**src/verilog/irq_vec_pkg.sv**
```systemverilog
// Overview of operation
// - Pin events are detected only while the pin enable bit is 1.
// - Detection follows the polarity bit and the edge-only or edge-and-level mode bit.
// - Software chooses whether a pin event requests an interrupt or only sets the flag.
// - Rising polarity swaps the optional pin pull-up for a pull-down.
// - While enabled, the synchronised pin level is offered to the branch-on-pin logic.
// - A move from the deasserted to the asserted level sets the pin request flag.
// - In edge-and-level mode the flag stays set and refuses clears while the pin is asserted.
// - Each vector is two bytes: handler high byte at the lower address, low byte next.
// - Lower vector numbers win: reset 0, software interrupt 1 at FFFC, pin request 2 at FFFA.
// - The pin request flag forwards a request to the CPU only when its local enable is 1; the clock generator flag has no such gate.
// - Vectors 26 to 31 (FFC0 up to FFCA) have no hardware source and the lowest priority.
// - Reset vector FFFE is shared by gated watchdog, gated low voltage, reset pin, bad opcode.
// - Clock generator vector 4 at FFF6 comes from its flag, set by enabled loss status.
// - Polarity 0 means falling edge or low level, 1 means rising edge or high level.
// - The pin request flag is read-only, 1 when an event is pending and 0 otherwise.
package irq_vec_pkg;

  localparam int unsigned ADDR_W = 4;
  localparam int unsigned DATA_W = 8;
  localparam int unsigned NUM_VEC = 32;
  localparam int unsigned VNUM_W = 5;

  // Register offsets
  localparam logic [3:0] OFS_PIN_SC  = 4'h0;
  localparam logic [3:0] OFS_CLKGEN  = 4'h1;
  localparam logic [3:0] OFS_SYSOPT  = 4'h2;
  localparam logic [3:0] OFS_INT_ST  = 4'h3;
  localparam logic [3:0] OFS_INT_MSK = 4'h4;

  // pin_request_status_control fields
  localparam int unsigned SC_POL_BIT  = 5;
  localparam int unsigned SC_PE_BIT   = 4;
  localparam int unsigned SC_FLAG_BIT = 3;
  localparam int unsigned SC_ACK_BIT  = 2;
  localparam int unsigned SC_IE_BIT   = 1;
  localparam int unsigned SC_MOD_BIT  = 0;

  // Clock generator control fields
  localparam int unsigned CG_LOLE_BIT = 7;
  localparam int unsigned CG_LOCE_BIT = 6;
  localparam int unsigned CG_FLAG_BIT = 1;
  localparam int unsigned CG_ACK_BIT  = 0;

  // System option fields
  localparam int unsigned SO_WDE_BIT  = 7;
  localparam int unsigned SO_LVRE_BIT = 6;

  // Interrupt status event bits
  localparam int unsigned EV_PIN_BIT    = 0;
  localparam int unsigned EV_CLKGEN_BIT = 1;
  localparam int unsigned EV_REFUSE_BIT = 2;
  localparam int unsigned EV_W          = 3;

  // Reset values
  localparam logic       WDE_RST  = 1'b1;
  localparam logic       LVRE_RST = 1'b1;
  localparam logic [2:0] MSK_RST  = 3'h0;

  // Vector map
  localparam logic [4:0]  VEC_RESET   = 5'h00;
  localparam logic [4:0]  VEC_SWI     = 5'h01;
  localparam logic [4:0]  VEC_PIN     = 5'h02;
  localparam logic [4:0]  VEC_CLKGEN  = 5'h04;
  localparam int unsigned VEC_UNUSED0 = 26;
  localparam logic [15:0] VEC_TOP     = 16'hFFFE;

  typedef struct packed {
    logic polarity;
    logic pin_en;
    logic int_en;
    logic level_mode;
  } pin_cfg_t;

  typedef struct packed {
    logic        valid;
    logic [4:0]  num;
    logic [15:0] addr;
  } vec_out_t;

endpackage : irq_vec_pkg

```
**src/verilog/irq_pin_and_vector_priority.sv**
```systemverilog
// Implementation choices: the plain strobed port and the placing of the registers.
module irq_pin_and_vector_priority
  import irq_vec_pkg::*;
#(
  parameter int unsigned PERIPH_W = NUM_VEC
) (
  input  wire logic                  mclk_i,
  input  wire logic                  rst_b_i,
  input  wire logic [ADDR_W-1:0]     addr_i,
  input  wire logic [DATA_W-1:0]     wdata_i,
  input  wire logic                  wr_i,
  input  wire logic                  rd_i,
  output      logic [DATA_W-1:0]     rdata_o,
  input  wire logic                  irq_pin_i,
  output      logic                  pull_up_en_o,
  output      logic                  pull_down_en_o,
  output      logic                  pin_level_o,
  output      logic                  pin_level_valid_o,
  input  wire logic                  swi_i,
  input  wire logic [PERIPH_W-1:0]   periph_req_i,
  input  wire logic                  wdog_timeout_i,
  input  wire logic                  low_volt_i,
  input  wire logic                  reset_pin_i,
  input  wire logic                  illegal_op_i,
  input  wire logic                  loss_of_lock_status_i,
  input  wire logic                  loss_of_clock_status_i,
  output      logic                  reset_req_o,
  output      vec_out_t              vec_o,
  output      logic                  int_o
);

  pin_cfg_t            cfg_reg;
  logic                pin_sync1_reg;
  logic                pin_sync_reg;
  logic                prev_asserted_reg;
  logic                pin_request_flag_reg;
  logic                loss_of_lock_enable_reg;
  logic                loss_of_clock_enable_reg;
  logic                clockgen_int_flag_reg;
  logic                watchdog_enable_reg;
  logic                low_voltage_reset_enable_reg;
  logic [EV_W-1:0]     int_st_reg;
  logic [EV_W-1:0]     int_msk_reg;
  logic [DATA_W-1:0]   rdata_reg;
  vec_out_t            vec_reg;
  logic                reset_req_reg;
  logic                int_reg;
  logic                pin_asserted;
  logic                edge_det;
  logic                level_hold;
  logic                pin_ack;
  logic                cg_ack;
  logic                cg_cond;
  logic                refused;
  logic [EV_W-1:0]     events;
  logic [NUM_VEC-1:0]  pending;

  function automatic logic wr_at(input logic [3:0] ofs);
    return wr_i && (addr_i == ofs);
  endfunction : wr_at

  function automatic logic rd_at(input logic [3:0] ofs);
    return rd_i && (addr_i == ofs);
  endfunction : rd_at

  function automatic logic [NUM_VEC-1:0] below(input logic [4:0] n);
    return (NUM_VEC'(1) << n) - NUM_VEC'(1);
  endfunction : below

  // Synchroniser; the first stage feeds only the second
  always_ff @(posedge mclk_i or negedge rst_b_i) begin
    if (!rst_b_i) begin
      pin_sync1_reg <= 1'b0;
      pin_sync_reg  <= 1'b0;
    end else begin
      pin_sync1_reg <= irq_pin_i;
      pin_sync_reg  <= pin_sync1_reg;
    end
  end

  assign pin_asserted = cfg_reg.polarity ? pin_sync_reg : !pin_sync_reg;
  assign edge_det     = cfg_reg.pin_en && pin_asserted && !prev_asserted_reg;
  assign level_hold   = cfg_reg.pin_en && cfg_reg.level_mode && pin_asserted;
  // Decoded inline: a continuous assignment would miss strobe changes read inside a function
  assign pin_ack      = wr_i && (addr_i == OFS_PIN_SC) && wdata_i[SC_ACK_BIT];
  assign refused      = pin_ack && level_hold && pin_request_flag_reg;

  // Disabled pin counts as already asserted, so enabling on an asserted level raises no edge
  always_ff @(posedge mclk_i or negedge rst_b_i) begin
    if (!rst_b_i) begin
      prev_asserted_reg <= 1'b1;
    end else begin
      prev_asserted_reg <= cfg_reg.pin_en ? pin_asserted : 1'b1;
    end
  end

  // Configuration registers
  always_ff @(posedge mclk_i or negedge rst_b_i) begin
    if (!rst_b_i) begin
      cfg_reg                      <= '0;
      loss_of_lock_enable_reg      <= 1'b0;
      loss_of_clock_enable_reg     <= 1'b0;
      watchdog_enable_reg          <= WDE_RST;
      low_voltage_reset_enable_reg <= LVRE_RST;
      int_msk_reg                  <= MSK_RST;
    end else begin
      if (wr_at(OFS_PIN_SC)) begin
        cfg_reg.polarity   <= wdata_i[SC_POL_BIT];
        cfg_reg.pin_en     <= wdata_i[SC_PE_BIT];
        cfg_reg.int_en     <= wdata_i[SC_IE_BIT];
        cfg_reg.level_mode <= wdata_i[SC_MOD_BIT];
      end
      if (wr_at(OFS_CLKGEN)) begin
        loss_of_lock_enable_reg  <= wdata_i[CG_LOLE_BIT];
        loss_of_clock_enable_reg <= wdata_i[CG_LOCE_BIT];
      end
      if (wr_at(OFS_SYSOPT)) begin
        watchdog_enable_reg          <= wdata_i[SO_WDE_BIT];
        low_voltage_reset_enable_reg <= wdata_i[SO_LVRE_BIT];
      end
      if (wr_at(OFS_INT_MSK)) begin
        int_msk_reg <= wdata_i[EV_W-1:0];
      end
    end
  end

  // Pin request flag: set wins over an acknowledge in the same cycle
  always_ff @(posedge mclk_i or negedge rst_b_i) begin
    if (!rst_b_i) begin
      pin_request_flag_reg <= 1'b0;
    end else if (edge_det || level_hold) begin
      pin_request_flag_reg <= 1'b1;
    end else if (pin_ack) begin
      pin_request_flag_reg <= 1'b0;
    end
  end

  // Clock generator flag set by enabled loss status, held until acknowledged
  assign cg_cond = (loss_of_lock_status_i && loss_of_lock_enable_reg)
                || (loss_of_clock_status_i && loss_of_clock_enable_reg);
  assign cg_ack  = wr_i && (addr_i == OFS_CLKGEN) && wdata_i[CG_ACK_BIT];

  always_ff @(posedge mclk_i or negedge rst_b_i) begin
    if (!rst_b_i) begin
      clockgen_int_flag_reg <= 1'b0;
    end else if (cg_cond) begin
      clockgen_int_flag_reg <= 1'b1;
    end else if (cg_ack) begin
      clockgen_int_flag_reg <= 1'b0;
    end
  end

  // Sticky event status, cleared by a read; a new event in the read cycle survives
  assign events = {refused, cg_cond && !clockgen_int_flag_reg, edge_det};

  always_ff @(posedge mclk_i or negedge rst_b_i) begin
    if (!rst_b_i) begin
      int_st_reg <= '0;
    end else if (rd_at(OFS_INT_ST)) begin
      int_st_reg <= events;
    end else begin
      int_st_reg <= int_st_reg | events;
    end
  end

  always_ff @(posedge mclk_i or negedge rst_b_i) begin
    if (!rst_b_i) begin
      int_reg <= 1'b0;
    end else begin
      int_reg <= |((int_st_reg | events) & int_msk_reg);
    end
  end

  // Register read port, data one cycle after the strobe
  always_ff @(posedge mclk_i or negedge rst_b_i) begin
    if (!rst_b_i) begin
      rdata_reg <= '0;
    end else if (rd_i) begin
      rdata_reg <= '0;
      case (addr_i)
        OFS_PIN_SC: begin
          rdata_reg[SC_POL_BIT]  <= cfg_reg.polarity;
          rdata_reg[SC_PE_BIT]   <= cfg_reg.pin_en;
          rdata_reg[SC_FLAG_BIT] <= pin_request_flag_reg;
          rdata_reg[SC_IE_BIT]   <= cfg_reg.int_en;
          rdata_reg[SC_MOD_BIT]  <= cfg_reg.level_mode;
        end
        OFS_CLKGEN: begin
          rdata_reg[CG_LOLE_BIT] <= loss_of_lock_enable_reg;
          rdata_reg[CG_LOCE_BIT] <= loss_of_clock_enable_reg;
          rdata_reg[CG_FLAG_BIT] <= clockgen_int_flag_reg;
        end
        OFS_SYSOPT: begin
          rdata_reg[SO_WDE_BIT]  <= watchdog_enable_reg;
          rdata_reg[SO_LVRE_BIT] <= low_voltage_reset_enable_reg;
        end
        OFS_INT_ST: begin
          rdata_reg[EV_W-1:0] <= int_st_reg;
        end
        OFS_INT_MSK: begin
          rdata_reg[EV_W-1:0] <= int_msk_reg;
        end
        default: begin
          rdata_reg <= '0;
        end
      endcase
    end
  end

  // Pending sources; peripheral lines arrive already gated by their own enables
  always_comb begin
    pending = '0;
    for (int i = 0; i < VEC_UNUSED0; i++) begin
      pending[i] = (i < PERIPH_W) ? periph_req_i[i] : 1'b0;
    end
    pending[VEC_RESET]  = 1'b0;
    pending[VEC_SWI]    = swi_i;
    pending[VEC_PIN]    = pin_request_flag_reg && cfg_reg.int_en;
    pending[VEC_CLKGEN] = clockgen_int_flag_reg;
  end

  // Lowest pending number wins; reset is never pending here and goes out on reset_req_o
  always_ff @(posedge mclk_i or negedge rst_b_i) begin
    if (!rst_b_i) begin
      vec_reg       <= '0;
      reset_req_reg <= 1'b0;
    end else begin
      reset_req_reg <= (wdog_timeout_i && watchdog_enable_reg)
                    || (low_volt_i && low_voltage_reset_enable_reg)
                    || reset_pin_i || illegal_op_i;
      vec_reg.valid <= |pending;
      vec_reg.num   <= VEC_RESET;
      vec_reg.addr  <= VEC_TOP;
      for (int i = NUM_VEC - 1; i >= 1; i--) begin
        if (pending[i]) begin
          vec_reg.num  <= VNUM_W'(i);
          vec_reg.addr <= VEC_TOP - {10'h000, VNUM_W'(i), 1'b0};
        end
      end
    end
  end

  assign rdata_o           = rdata_reg;
  assign vec_o             = vec_reg;
  assign reset_req_o       = reset_req_reg;
  assign int_o             = int_reg;
  assign pull_up_en_o      = cfg_reg.pin_en && !cfg_reg.polarity;
  assign pull_down_en_o    = cfg_reg.pin_en && cfg_reg.polarity;
  assign pin_level_o       = cfg_reg.pin_en ? pin_sync_reg : 1'b0;
  assign pin_level_valid_o = cfg_reg.pin_en;
endmodule : irq_pin_and_vector_priority

```
**config.mk**
```make
export PLATFORM = sky130hd
export DESIGN_NAME = irq_pin_and_vector_priority
export DESIGN_NICKNAME = d
export VERILOG_FILES = /design/src/verilog/irq_vec_pkg.sv /design/src/verilog/irq_pin_and_vector_priority.sv
export SDC_FILE = /design/constraint.sdc
export NUM_CORES = 1
export LEC_CHECK = 0
export BUFFER_PORTS_ARGS = -buffer_cell sky130_fd_sc_hd__buf_2
export CAP_MARGIN = 25
export CORE_UTILIZATION = 48
export CTS_BUF_LIST = sky130_fd_sc_hd__clkbuf_2
export DETAILED_ROUTE_END_ITERATION = 8
export PLACE_DENSITY = 0.82
export SLEW_MARGIN = 15
export SYNTH_ARGS = -nofsm -noshare
export SYNTH_HDL_FRONTEND = slang
export SYNTH_SLANG_ARGS = --single-unit
```
**constraint.sdc**
```tcl
create_clock -name mclk_i -period 2.1 [get_ports mclk_i]
set_clock_uncertainty 0.2 [all_clocks]
set_input_delay 0.42 -clock mclk_i [delete_from_list [all_inputs] [get_ports mclk_i]]
set_output_delay 0.42 -clock mclk_i [all_outputs]
set_load 0.005 [all_outputs]
```
==> results of run 1 <==
## repair_timing
action | in CTS | in global routing
endpoints found under the hold margin | 22 | 0
hold buffers | 4 | 0
endpoints found under the setup margin | 0 | 0
buffers inserted | 0 | 0
## final cells by class
| cell class | instances | area (sq um) | area share, % |
|---|---|---|---|
| inverters | 11 | 41.3 | 1.67 |
| multi-input cells | 132 | 801 | 32.4 |
| well taps | 48 | 60.1 | 2.43 |
| clock buffers | 6 | 30.0 | 1.22 |
| clock inverters | 2 | 33.8 | 1.37 |
| repair buffers | 88 | 473 | 19.2 |
| flip-flops and latches | 41 | 1030 | 41.7 |
## Yosys cell counts (all sizes together) (2+ instances only)
cell type	count
o21bai	2
dfstp	3
nand2	18
nor2	24
or3	2
nand4	3
o21ai	10
a22oi	4
o22ai	3
mux2	12
a21o	2
nand2b	4
nor2b	3
inv	11
dfrtp	38
buf	11
conb	2
nor4	3
and2	2
a21oi	5
nor4b	2
nand3	6
nor3	7
## worst min-delay path by stage
stage               depth (start not counted)      endpoint          start
finish                                      2    cfg_reg[3]     wdata_i[5]
global route                                2    cfg_reg[3]     wdata_i[5]
floorplan                                   0    cfg_reg[0]        rst_b_i
global placement                            0  pin_sync_reg  pin_sync1_reg
CTS                                         2    cfg_reg[3]     wdata_i[5]
detailed placement                          0  pin_sync_reg  pin_sync1_reg
## power groups by stage
stage | Combinational, uW | Clock [uW] | Sequential, uW
2_1_floorplan | 207 | 0 | 1000
3_3_place_gp | 361 | 0 | 1010
3_5_place_dp | 379 | 0 | 1010
4_1_cts | 385 | 457 | 1000
5_1_grt | 431 | 494 | 1020
6_report | 381 | 443 | 1000
## cell families (layout without fill, tap and decap cells)
family	count (synthesis)	in the layout	synth area share (%)
flip-flops	41	41	52.7
XOR/XNOR	1	1	0.448
multiplexers	12	12	6.91
buffers and inverters	23	107	6.40
AND/OR/NAND/NOR	79	79	19.6
other	2	2	0.384
AO/OA/AOI/OAI	38	38	13.6
## layer usage
layer	track usage, %	wire (um)	part of all wire [%]	vias to the layer above
met5	0	0	0	-
met4	8.42	84	2.0	0
met3	5.69	266	6.3	10
met2	36.4	2090	50	64
met1	26.1	1750	42	798
li1	-	-	-	848
## layout by cell type, fill, tap and decap left out, types with 2 or more instances in the layout
| cell type | n |
|---|---|
| a21o_1 | 2 |
| nand3_1 | 6 |
| and2_1 | 2 |
| a21oi_1 | 5 |
| nor4b_1 | 2 |
| mux2_2 | 12 |
| dfrtp_1 | 38 |
| o21ai_0 | 10 |
| conb_1 | 2 |
| buf_4 | 5 |
| o22ai_1 | 3 |
| clkbuf_2 | 6 |
| nor2b_1 | 3 |
| buf_2 | 79 |
| nor4_1 | 3 |
| dlygate4sd3_1 | 4 |
| o21bai_1 | 2 |
| nand2_1 | 18 |
| nand4_1 | 3 |
| dfstp_2 | 3 |
| nor2_1 | 24 |
| or3_1 | 2 |
| nor3_1 | 7 |
| a22oi_1 | 4 |
| inv_1 | 11 |
| nand2b_1 | 4 |
## per-stage QoR
step	instance area (sq um)	power, uW	util [%]
after detailed placement	2360	1390	62.7
after global placement	2360	1370	62.7
after CTS	2470	1840	65.5
after floorplan	1960	1210	-
after global routing	2470	1950	65.5
final	2470	1820	65.5
## critical path: cells and delay by family (launching register included)
| kind | cells | cell delay, ns |
|---|---|---|
| flip-flops | 1 | 0.46 |
| AND/OR/NAND/NOR | 5 | 1.08 |
==> run metrics, run 1 <==
top post-synthesis cells by area=dfrtp_1, mux2_2, nor2_1, dfstp_2, buf_4; num rows=22; GRT Util Overall=roughly 22%; port bufs=79; WP data required=2.19 ns; CP Capture Type=flop; Pre-antenna DRT Iters=4; final hold slack=roughly 0.054 ns; dpl ws=between 0.06 and 0.07 ns; Routed Wire Length=between 4000 and 5000 um; Placer Congestion=roughly 0.79; clk_lat worst skew=about 0.38 ns; status=finished clean; crit path DAT=1.93 ns; area leader, netlist=dfrtp_1; Non-Filler Instances=around 330; worst r2r dst=vec_o[5]; post-synth top area share=around 50%; syn avg cell area=9.98 sq um; Clock Path Buffers=2; vias in the first global route=about 1700; ys flop type=dfrtp_1; max_slew headroom=between 60 and 70%; DR DRC count=0; Synth Instances=between 150 and 200; Cell Pwr Density=739 mW/mm^2; Sw Ratio=27.6%; final worst setup slack=0.254 ns; detailed-route via count=roughly 1700; VDD IR max=around 0.00028 V; CP Capture Point=vec_o[5]; initial antenna violation count=0; nets=roughly 340; Crit Path Class=reg -> reg; largest net degree at the start of global routing=26; Inst Count DP=between 300 and 400; max reg flops=12; CP Launch Point=pin_request_flag_reg; Fmax=around 540 MHz; Slew Viols, Final=0; RSZ-0062 raised after global routing=false; number of synthesized flops with an enable pin=0; n_diodes=0; FFs w/ async S/R, synth=100%; worst-path maximum fanout=5; CP peak stage delay=approximately 0.46 ns; first-pass GRT wire length=around 7100 um; Final ANT Viol Nets=0; Synth cell types=between 40 and 50; R2R depth=5; post-cts sizing count=0; startpoint types=flop; clock power share=between 20% and 30%; DPL Wire Length=between 3000 and 4000 um; First DRT Iteration DRCs=about 140; Comb pwr share=a little over a fifth; clock sinks=41; total gr overflow=0; source of the worst register-to-register timing path=pin_request_flag_reg; Root Buffer=clkbuf_2; sequential share of the synthesized area=between 50% and 60%; Fin. Hold Viols=0; setup violators final=0; Layout area overhead=26.2%; fillcell total=~330; clock transition at the registers of the reported paths=roughly 0.19 ns; die area=between 0.004 and 0.005 sq mm; max_cap viols=0; Top Ports=92; NetSw=just over 500 uW; share of layout cells above drive strength 1=about two fifths; Core Box Area=approximately 0.0038 sq mm; Crit-path slowest cell=dfrtp_1; routed vias/inst=between 5 and 6; post-route setup TNS=0 ns; drt wl/cell=between 10 and 15 um; cts bufs inserted=5; Post-Syn Nets=between 200 and 300; CTS tree=done; R2R setup slack=0.25 ns; Mapped Area=0.00196 sq mm; Hold WC Path Type=in -> reg; initial core utilization=between 50 and 60%; DIE WIDTH=65.8 um; Seq cells post-synth=between 40 and 50; Tmin final=1.85 ns; slew at the pin with the worst max-slew slack=approximately 0.53 ns; Ys Warns=0; Reg power frac=about 55%; leak pwr=around 0.0012 uW; Int Pwr=between 1000 and 1500 uW; Final period util=~88%; # H-tree levels=2; Die Span Y=around 66 um; Cell Chain, Critical Path=nand2_1, nand2b_1, nor3_1, nand3_1, or2_2
Note: power is estimated with default switching activity, not from simulation.
==> run 2, diff against run 1 <==
--- a/config.mk
+++ b/config.mk
@@ -5,10 +5,12 @@
 export SDC_FILE = /design/constraint.sdc
 export NUM_CORES = 1
 export LEC_CHECK = 0
+export ABC_AREA = 1
 export BUFFER_PORTS_ARGS = -buffer_cell sky130_fd_sc_hd__buf_2
 export CAP_MARGIN = 25
 export CORE_UTILIZATION = 48
-export CTS_BUF_LIST = sky130_fd_sc_hd__clkbuf_2
+export CTS_BUF_LIST = sky130_fd_sc_hd__clkbuf_2 sky130_fd_sc_hd__clkbuf_4 sky130_fd_sc_hd__clkbuf_8
+export CTS_CLUSTER_SIZE = 14
 export DETAILED_ROUTE_END_ITERATION = 8
 export PLACE_DENSITY = 0.82
 export SLEW_MARGIN = 15
==> run 2 against run 1 <==
Highest routed layer unchanged; worst hold slack lost 0.011 ns; the flow now finishes with violations (design-rule violations); area after synthesis up 2.5%; critical path depth rose by 20; count of clock-buffer cells in the layout increased by 1; utilization decreased by 3.0 points; flip-flop and latch count is the same.
==> run metrics, run 2 <==
Int Pwr=1330 uW (was 1320 uW); largest net degree at the start of global routing=42 (was 26); Crit-path slowest cell=buf_2 (was dfrtp_1); final worst setup slack=0.428 ns (was 0.254 ns); First DRT Iteration DRCs=190 (was 137); Routed Wire Length=4170 um (was 4190 um); violated checks=design-rule violations; Die Span Y=66.6 um (was 65.8 um); post-route setup TNS=0 ns (unchanged); leak pwr=0.00142 uW (was 0.00120 uW); Post-Syn Nets=315 (was 252); syn avg cell area=7.74 sq um (was 9.98 sq um); n_diodes=0 (unchanged); die area=0.00444 sq mm (was 0.00433 sq mm); Final ANT Viol Nets=0 (unchanged); initial antenna violation count=0 (unchanged); Inst Count DP=379 (was 316); WP data required=2.08 ns (was 2.19 ns); DPL Wire Length=3390 um (was 3270 um); Tmin final=1.67 ns (was 1.85 ns); Sw Ratio=27.4% (was 27.6%); Fin. Hold Viols=0 (unchanged); GRT Util Overall=21.0% (was 21.6%); clock transition at the registers of the reported paths=0.07 ns (was 0.19 ns); clock power share=28.0% (was 24.3%); post-cts sizing count=0 (unchanged); Post-CTS Setup Bufs=0 (unchanged); crit path DAT=1.65 ns (was 1.93 ns); Root Buffer=clkbuf_8 (was clkbuf_2); clk_lat worst skew=0.29 ns (was 0.38 ns); Fmax=598 MHz (was 542 MHz); Layout area overhead=24.7% (was 26.2%); Seq cells post-synth=41 (unchanged); Synth cell types=28 (was 43); Pre-antenna DRT Iters=6 (was 4); VDD IR max=0.000277 V (was 0.000285 V); Slew Viols, Final=0 (unchanged); Final Cell Area=0.00250 sq mm (was 0.00247 sq mm); Cell Pwr Density=735 mW/mm^2 (was 739 mW/mm^2); setup violators final=0 (unchanged); RSZ-0062 raised after global routing=false (unchanged); cts-stage hold buffer count=1 (was 4); Crit Path Class=in -> reg (was reg -> reg); Mapped Area=0.00200 sq mm (was 0.00196 sq mm); first-pass GRT wire length=6720 um (was 7110 um); Finished Core Util=62.5% (was 65.5%); top post-synthesis cells by area=dfrtp_1, nand2_1, inv_1, nor2_1, dfstp_2 (was dfrtp_1, mux2_2, nor2_1, dfstp_2, buf_4); clock sinks=41 (unchanged); cts bufs inserted=5 (unchanged); detailed-route via count=1805 (was 1720); initial core utilization=50.1% (was 51.9%); total gr overflow=0 (unchanged); most frequent cell after synthesis=nand2_1 (was dfrtp_1); CP delay by family, top=simple AND/OR/NAND/NOR gates (unchanged); commonest cells in the synthesized netlist=nand2_1, inv_1, dfrtp_1 (was dfrtp_1, nor2_1, nand2_1); Core Box Area=0.00400 sq mm (was 0.00377 sq mm); nets=393 (was 335); port bufs=79 (unchanged); Comb pwr share=18.9% (was 20.9%); post-synth top area share=47.4% (was 48.6%); dpl ws=0.114 ns (was 0.0660 ns); Ys Warns=0 (unchanged); share of layout cells above drive strength 1=28.2% (was 39.3%); FFs w/ async S/R, synth=100% (unchanged); max reg flops=12 (unchanged); Hold WC Path Type=in -> reg (unchanged); Top Ports=92 (unchanged); CP Capture Type=flop (unchanged); CTS tree=done (unchanged); NetSw=503 uW (about the same); WP buf/inv=2 (was 0); area leader, netlist=dfrtp_1 (unchanged); number of synthesized flops with an enable pin=0 (unchanged); status=finished with violations (was finished clean); Synth Instances=259 (was 196); Non-Filler Instances=387 (was 328); num rows=23 (was 22); Area after DPL=0.00240 sq mm (was 0.00236 sq mm); ys flop type=dfrtp_1 (unchanged); Final period util=79.6% (was 87.9%); DR DRC count=2 (was 0); Reg power frac=53.0% (was 54.8%); worst-path maximum fanout=2 (was 5); CP peak stage delay=0.10 ns (was 0.46 ns); Crit path top cell by count=nand2_1; drt wl/cell=10.8 um (was 12.8 um); Placer Congestion=0.837 (was 0.790); sequential share of the synthesized area=51.4% (was 52.7%); most frequent cells in the layout=buf_2, nand2_1, inv_1 (was buf_2, dfrtp_1, nor2_1); # H-tree levels=2 (unchanged); routed vias/inst=4.66 (was 5.24); startpoint types=input pin (was flop); DIE WIDTH=66.6 um (was 65.8 um); max_cap viols=0 (unchanged); most common cell after layout, fill and taps aside=buf_2 (unchanged); Clock Path Buffers=2 (unchanged); vias in the first global route=1629 (was 1660)
[run 2: cell types whose count changed in the layout (fill, tap and decap cells not counted), moves of 6 or more]
cell / before / now
inv_1: 11 / 54
nor2_1: 24 / 32
nand2_1: 18 / 70
mux2_2: 12 / 1
clkbuf_8: 0 / 6
clkbuf_2: 6 / 0
[run 2: layout make-up]
type                            instances  area (sq um)
Timing Repair Buffer                   82           420
Clock buffer                            7          90.1
Tap cell                               50          62.6
Inverter                               54           203
Fill cell                             375          1500
Multi-Input combinational cell        153           693
Sequential cell                        41          1030
[run 2: through the flow]
step / power, uW / hold WS (ns)
2_1_floorplan: 1170 / -0.0756
3_3_place_gp: 1320 / 0.134
3_5_place_dp: 1340 / 0.147
4_1_cts: 1850 / 0.0360
5_1_grt: 1950 / 0.0322
6_report: 1840 / 0.0431
[run 2: power by group through the flow]
stage	Clock, uW	Combinational [uW]	Sequential (uW)
2_1_floorplan	0	198	974
3_3_place_gp	0	335	981
3_5_place_dp	0	349	989
4_1_cts	528	352	973
5_1_grt	564	402	985
6_report	515	348	974
[run 2: cell families (layout without fill, tap and decap cells)]
family / Yosys count / in the layout / share of synthesized area, %
AND/OR/NAND/NOR: 114 / 114 / 22.3
buffers and inverters: 65 / 143 / 14.0
flip-flops: 41 / 41 / 51.4
AO/OA/AOI/OAI: 35 / 35 / 10.9
other: 2 / 2 / 0.375
XOR/XNOR: 1 / 1 / 0.437
multiplexers: 1 / 1 / 0.562
[run 2: final timing paths]
path / from / to / slack (ns) / depth (start not counted)
worst max-delay path: periph_req_i[24] / vec_o[1] / 0.43 / 25
worst min-delay path: irq_pin_i / pin_sync1_reg / 0.04 / 1
worst max register to register: pin_request_flag_reg / vec_o[5] / 0.49 / 8
worst min register to register: pin_sync1_reg / pin_sync_reg / 0.15 / 0
max in group asynchronous: rst_b_i / low_voltage_reset_enable_reg / 0.82 / 3
min in group asynchronous: rst_b_i / pin_sync_reg / 0.52 / 3
[run 2: metal layers]
metal | share of wire [%] | vias up | track usage, %
met3 | 4.2 | 9 | 5.65
met5 | 0 | - | 0
met4 | 2.5 | 0 | 13.0
met2 | 52 | 53 | 36.6
met1 | 41 | 809 | 22.2
li1 | - | 934 | -
==> run 3, diff against run 2 <==
==> constraint.sdc (replaced) <==
create_clock -name mclk_i -period 1.6 [get_ports mclk_i]
set_clock_uncertainty 0.2 [all_clocks]
set_input_delay 0.32 -clock mclk_i [delete_from_list [all_inputs] [get_ports mclk_i]]
set_output_delay 0.32 -clock mclk_i [all_outputs]
set_load 0.005 [all_outputs]
==> run 3 against run 2 <==
The flow still finishes with violations (design-rule violations); register-to-register slack lost 0.35 ns; worst setup slack lost 0.37 ns; utilization grew 3.3 points; routed wire length grew 0.36%; non-clock buffer count grew 10; highest routed layer unchanged; via count grew 2.5%; sequential power grew 29%; die area is the same; final area grew 5.3%; worst hold slack lost 0.028 ns; first-iteration DRC count shrank 37%.
==> run metrics, run 3 (same netlist as run 2, synthesis figures left out) <==
status=finished with violations (unchanged); violated checks=design-rule violations (unchanged); Non-Filler Instances=398 (was 387); n_diodes=0 (unchanged); Top Ports=92 (unchanged); cts bufs inserted=5 (unchanged); First DRT Iteration DRCs=120 (was 190); CP Capture Type=output pin (was flop); Crit Path Class=reg -> out (was in -> reg); initial core utilization=50.1% (unchanged); Inst Count DP=387 (was 379); Cell Pwr Density=929 mW/mm^2 (was 735 mW/mm^2); GR Util met1=24.1% (was 22.2%); clock transition at the registers of the reported paths=0.08 ns (was 0.07 ns); Die Span Y=66.6 um (unchanged); Clock Path Buffers=2 (unchanged); Hold WC Path Type=in -> reg (unchanged); detailed-route via count=1851 (was 1805); DIE WIDTH=66.6 um (unchanged); setup violators final=0 (unchanged); port bufs=79 (unchanged); Int Pwr=1750 uW (was 1330 uW); most common cell after layout, fill and taps aside=buf_2 (unchanged); most frequent cells in the layout=buf_2, nand2_1, inv_1 (unchanged); Sw Ratio=28.2% (was 27.4%); Final ANT Viol Nets=0 (unchanged); GR Layer Usage met2=32.7% (was 36.6%); DR DRC count=2 (unchanged); Most Crowded Layer GR=met2 (unchanged); CP Launch Point=cfg_reg[3] (was periph_req_i[24]); initial antenna violation count=0 (unchanged); clock power share=26.9% (was 28.0%); # H-tree levels=2 (unchanged); Slew Viols, Final=0 (unchanged); dpl ws=-0.305 ns (was 0.114 ns); met3 GRT Util=7.88% (was 5.65%); Layout area overhead=31.2% (was 24.7%); Fin. Hold Viols=0 (unchanged); final worst setup slack=0.0568 ns (was 0.428 ns); routed vias/inst=4.65 (was 4.66); nets=403 (was 393); drt wl/cell=10.5 um (was 10.8 um); Fmax=approximately 650 MHz; GRT Util Overall=20.6% (was 21.0%); Core Box Area=0.00400 sq mm (unchanged); VDD IR max=0.000376 V (was 0.000277 V); max reg flops=12 (unchanged); total power=2440 uW (was 1840 uW); num rows=23 (unchanged); total gr overflow=0 (unchanged); leak pwr=0.00148 uW (was 0.00142 uW); crit path DAT=1.02 ns (was 1.65 ns); first-pass GRT wire length=6610 um (was 6720 um); Placer Congestion=0.860 (was 0.837); Root Buffer=clkbuf_8 (unchanged); WP data required=1.08 ns (was 2.08 ns); NetSw=690 uW (was 503 uW); Hold Startpoint=illegal_op_i (was irq_pin_i); worst-path maximum fanout=4 (was 2); startpoint types=flop (was input pin); clock sinks=41 (unchanged); Tmin final=roughly 1.5 ns; clk_lat worst skew=0.29 ns (about the same); Comb pwr share=21.5% (was 18.9%); post-route setup TNS=0 ns (unchanged); Pre-antenna DRT Iters=6 (unchanged); die area=0.00444 sq mm (unchanged); Routed Wire Length=4180 um (was 4170 um); CTS tree=done (unchanged); max_cap viols=0 (unchanged); Reg power frac=51.6% (was 53.0%); Final period util=between 90 and 100%; source of the worst register-to-register timing path=cfg_reg[3] (was pin_request_flag_reg); vias in the first global route=1543 (was 1629); RSZ-0062 raised after global routing=true (was false); fillcell total=343 (was 375); largest net degree at the start of global routing=27 (was 42); DPL Wire Length=3400 um (was 3390 um); final hold slack=0.0155 ns (was 0.0431 ns); share of layout cells above drive strength 1=31.3% (was 28.2%)
[run 3: worst max-delay path, stage by stage, from the launching register on]
cell and delay, ns:
dfrtp_1 0.39, buf_4 0.15, nor2_1 0.09, buf_2 0.11
[run 3: final cells by class]
type / count / area, sq um / area share [%]
Sequential cell: 41 / 1030 / 39.2
Multi-Input combinational cell: 153 / 713 / 27.1
Timing Repair Buffer: 92 / 523 / 19.9
Inverter: 54 / 215 / 8.18
Clock buffer: 6 / 76.3 / 2.90
Tap cell: 50 / 62.6 / 2.38
Clock inverter: 2 / 10.0 / 0.381
[run 3: per-layer routing]
metal / vias to the layer above / wire length [um]
met1: 824 / 1810
met5: - / 0
li1: 957 / -
met2: 62 / 2040
met4: 0 / 80
met3: 8 / 249
[run 3: what timing repair did]
item / in CTS / in global routing
setup endpoints to repair: 1 / 3
endpoints found under the hold margin: 14 / 0
pin swaps: 0 / 1
gates resized for setup: 1 / 7
hold buffers: 3 / 0
buffers inserted: 0 / 0
[run 3: power groups by stage]
stage          Clock (uW)  Combinational (uW)  Sequential, uW
3_5_place_dp            0                 514            1280
3_3_place_gp            0                 499            1270
2_1_floorplan           0                 262            1280
5_1_grt               726                 601            1280
6_report              658                 525            1260
4_1_cts               676                 525            1260
[run 3: per-stage QoR]
step | instance area, sq um | utilization (%)
detailed placement | 2480 | 62.0
global placement | 2480 | 62.0
finish | 2630 | 65.7
global route | 2630 | 65.7
floorplan | 2010 | -
CTS | 2600 | 65.1
[run 3: final timing paths]
kind / to / slack [ns] / cells past startpoint
max: pull_up_en_o / 0.06 / 3
min: reset_req_o / 0.02 / 3
max reg2reg: int_o / 0.14 / 5
min reg2reg: pin_sync_reg / 0.17 / 0
max in group asynchronous: pin_sync_reg / 0.47 / 3
min in group asynchronous: cfg_reg[1] / 0.28 / 2
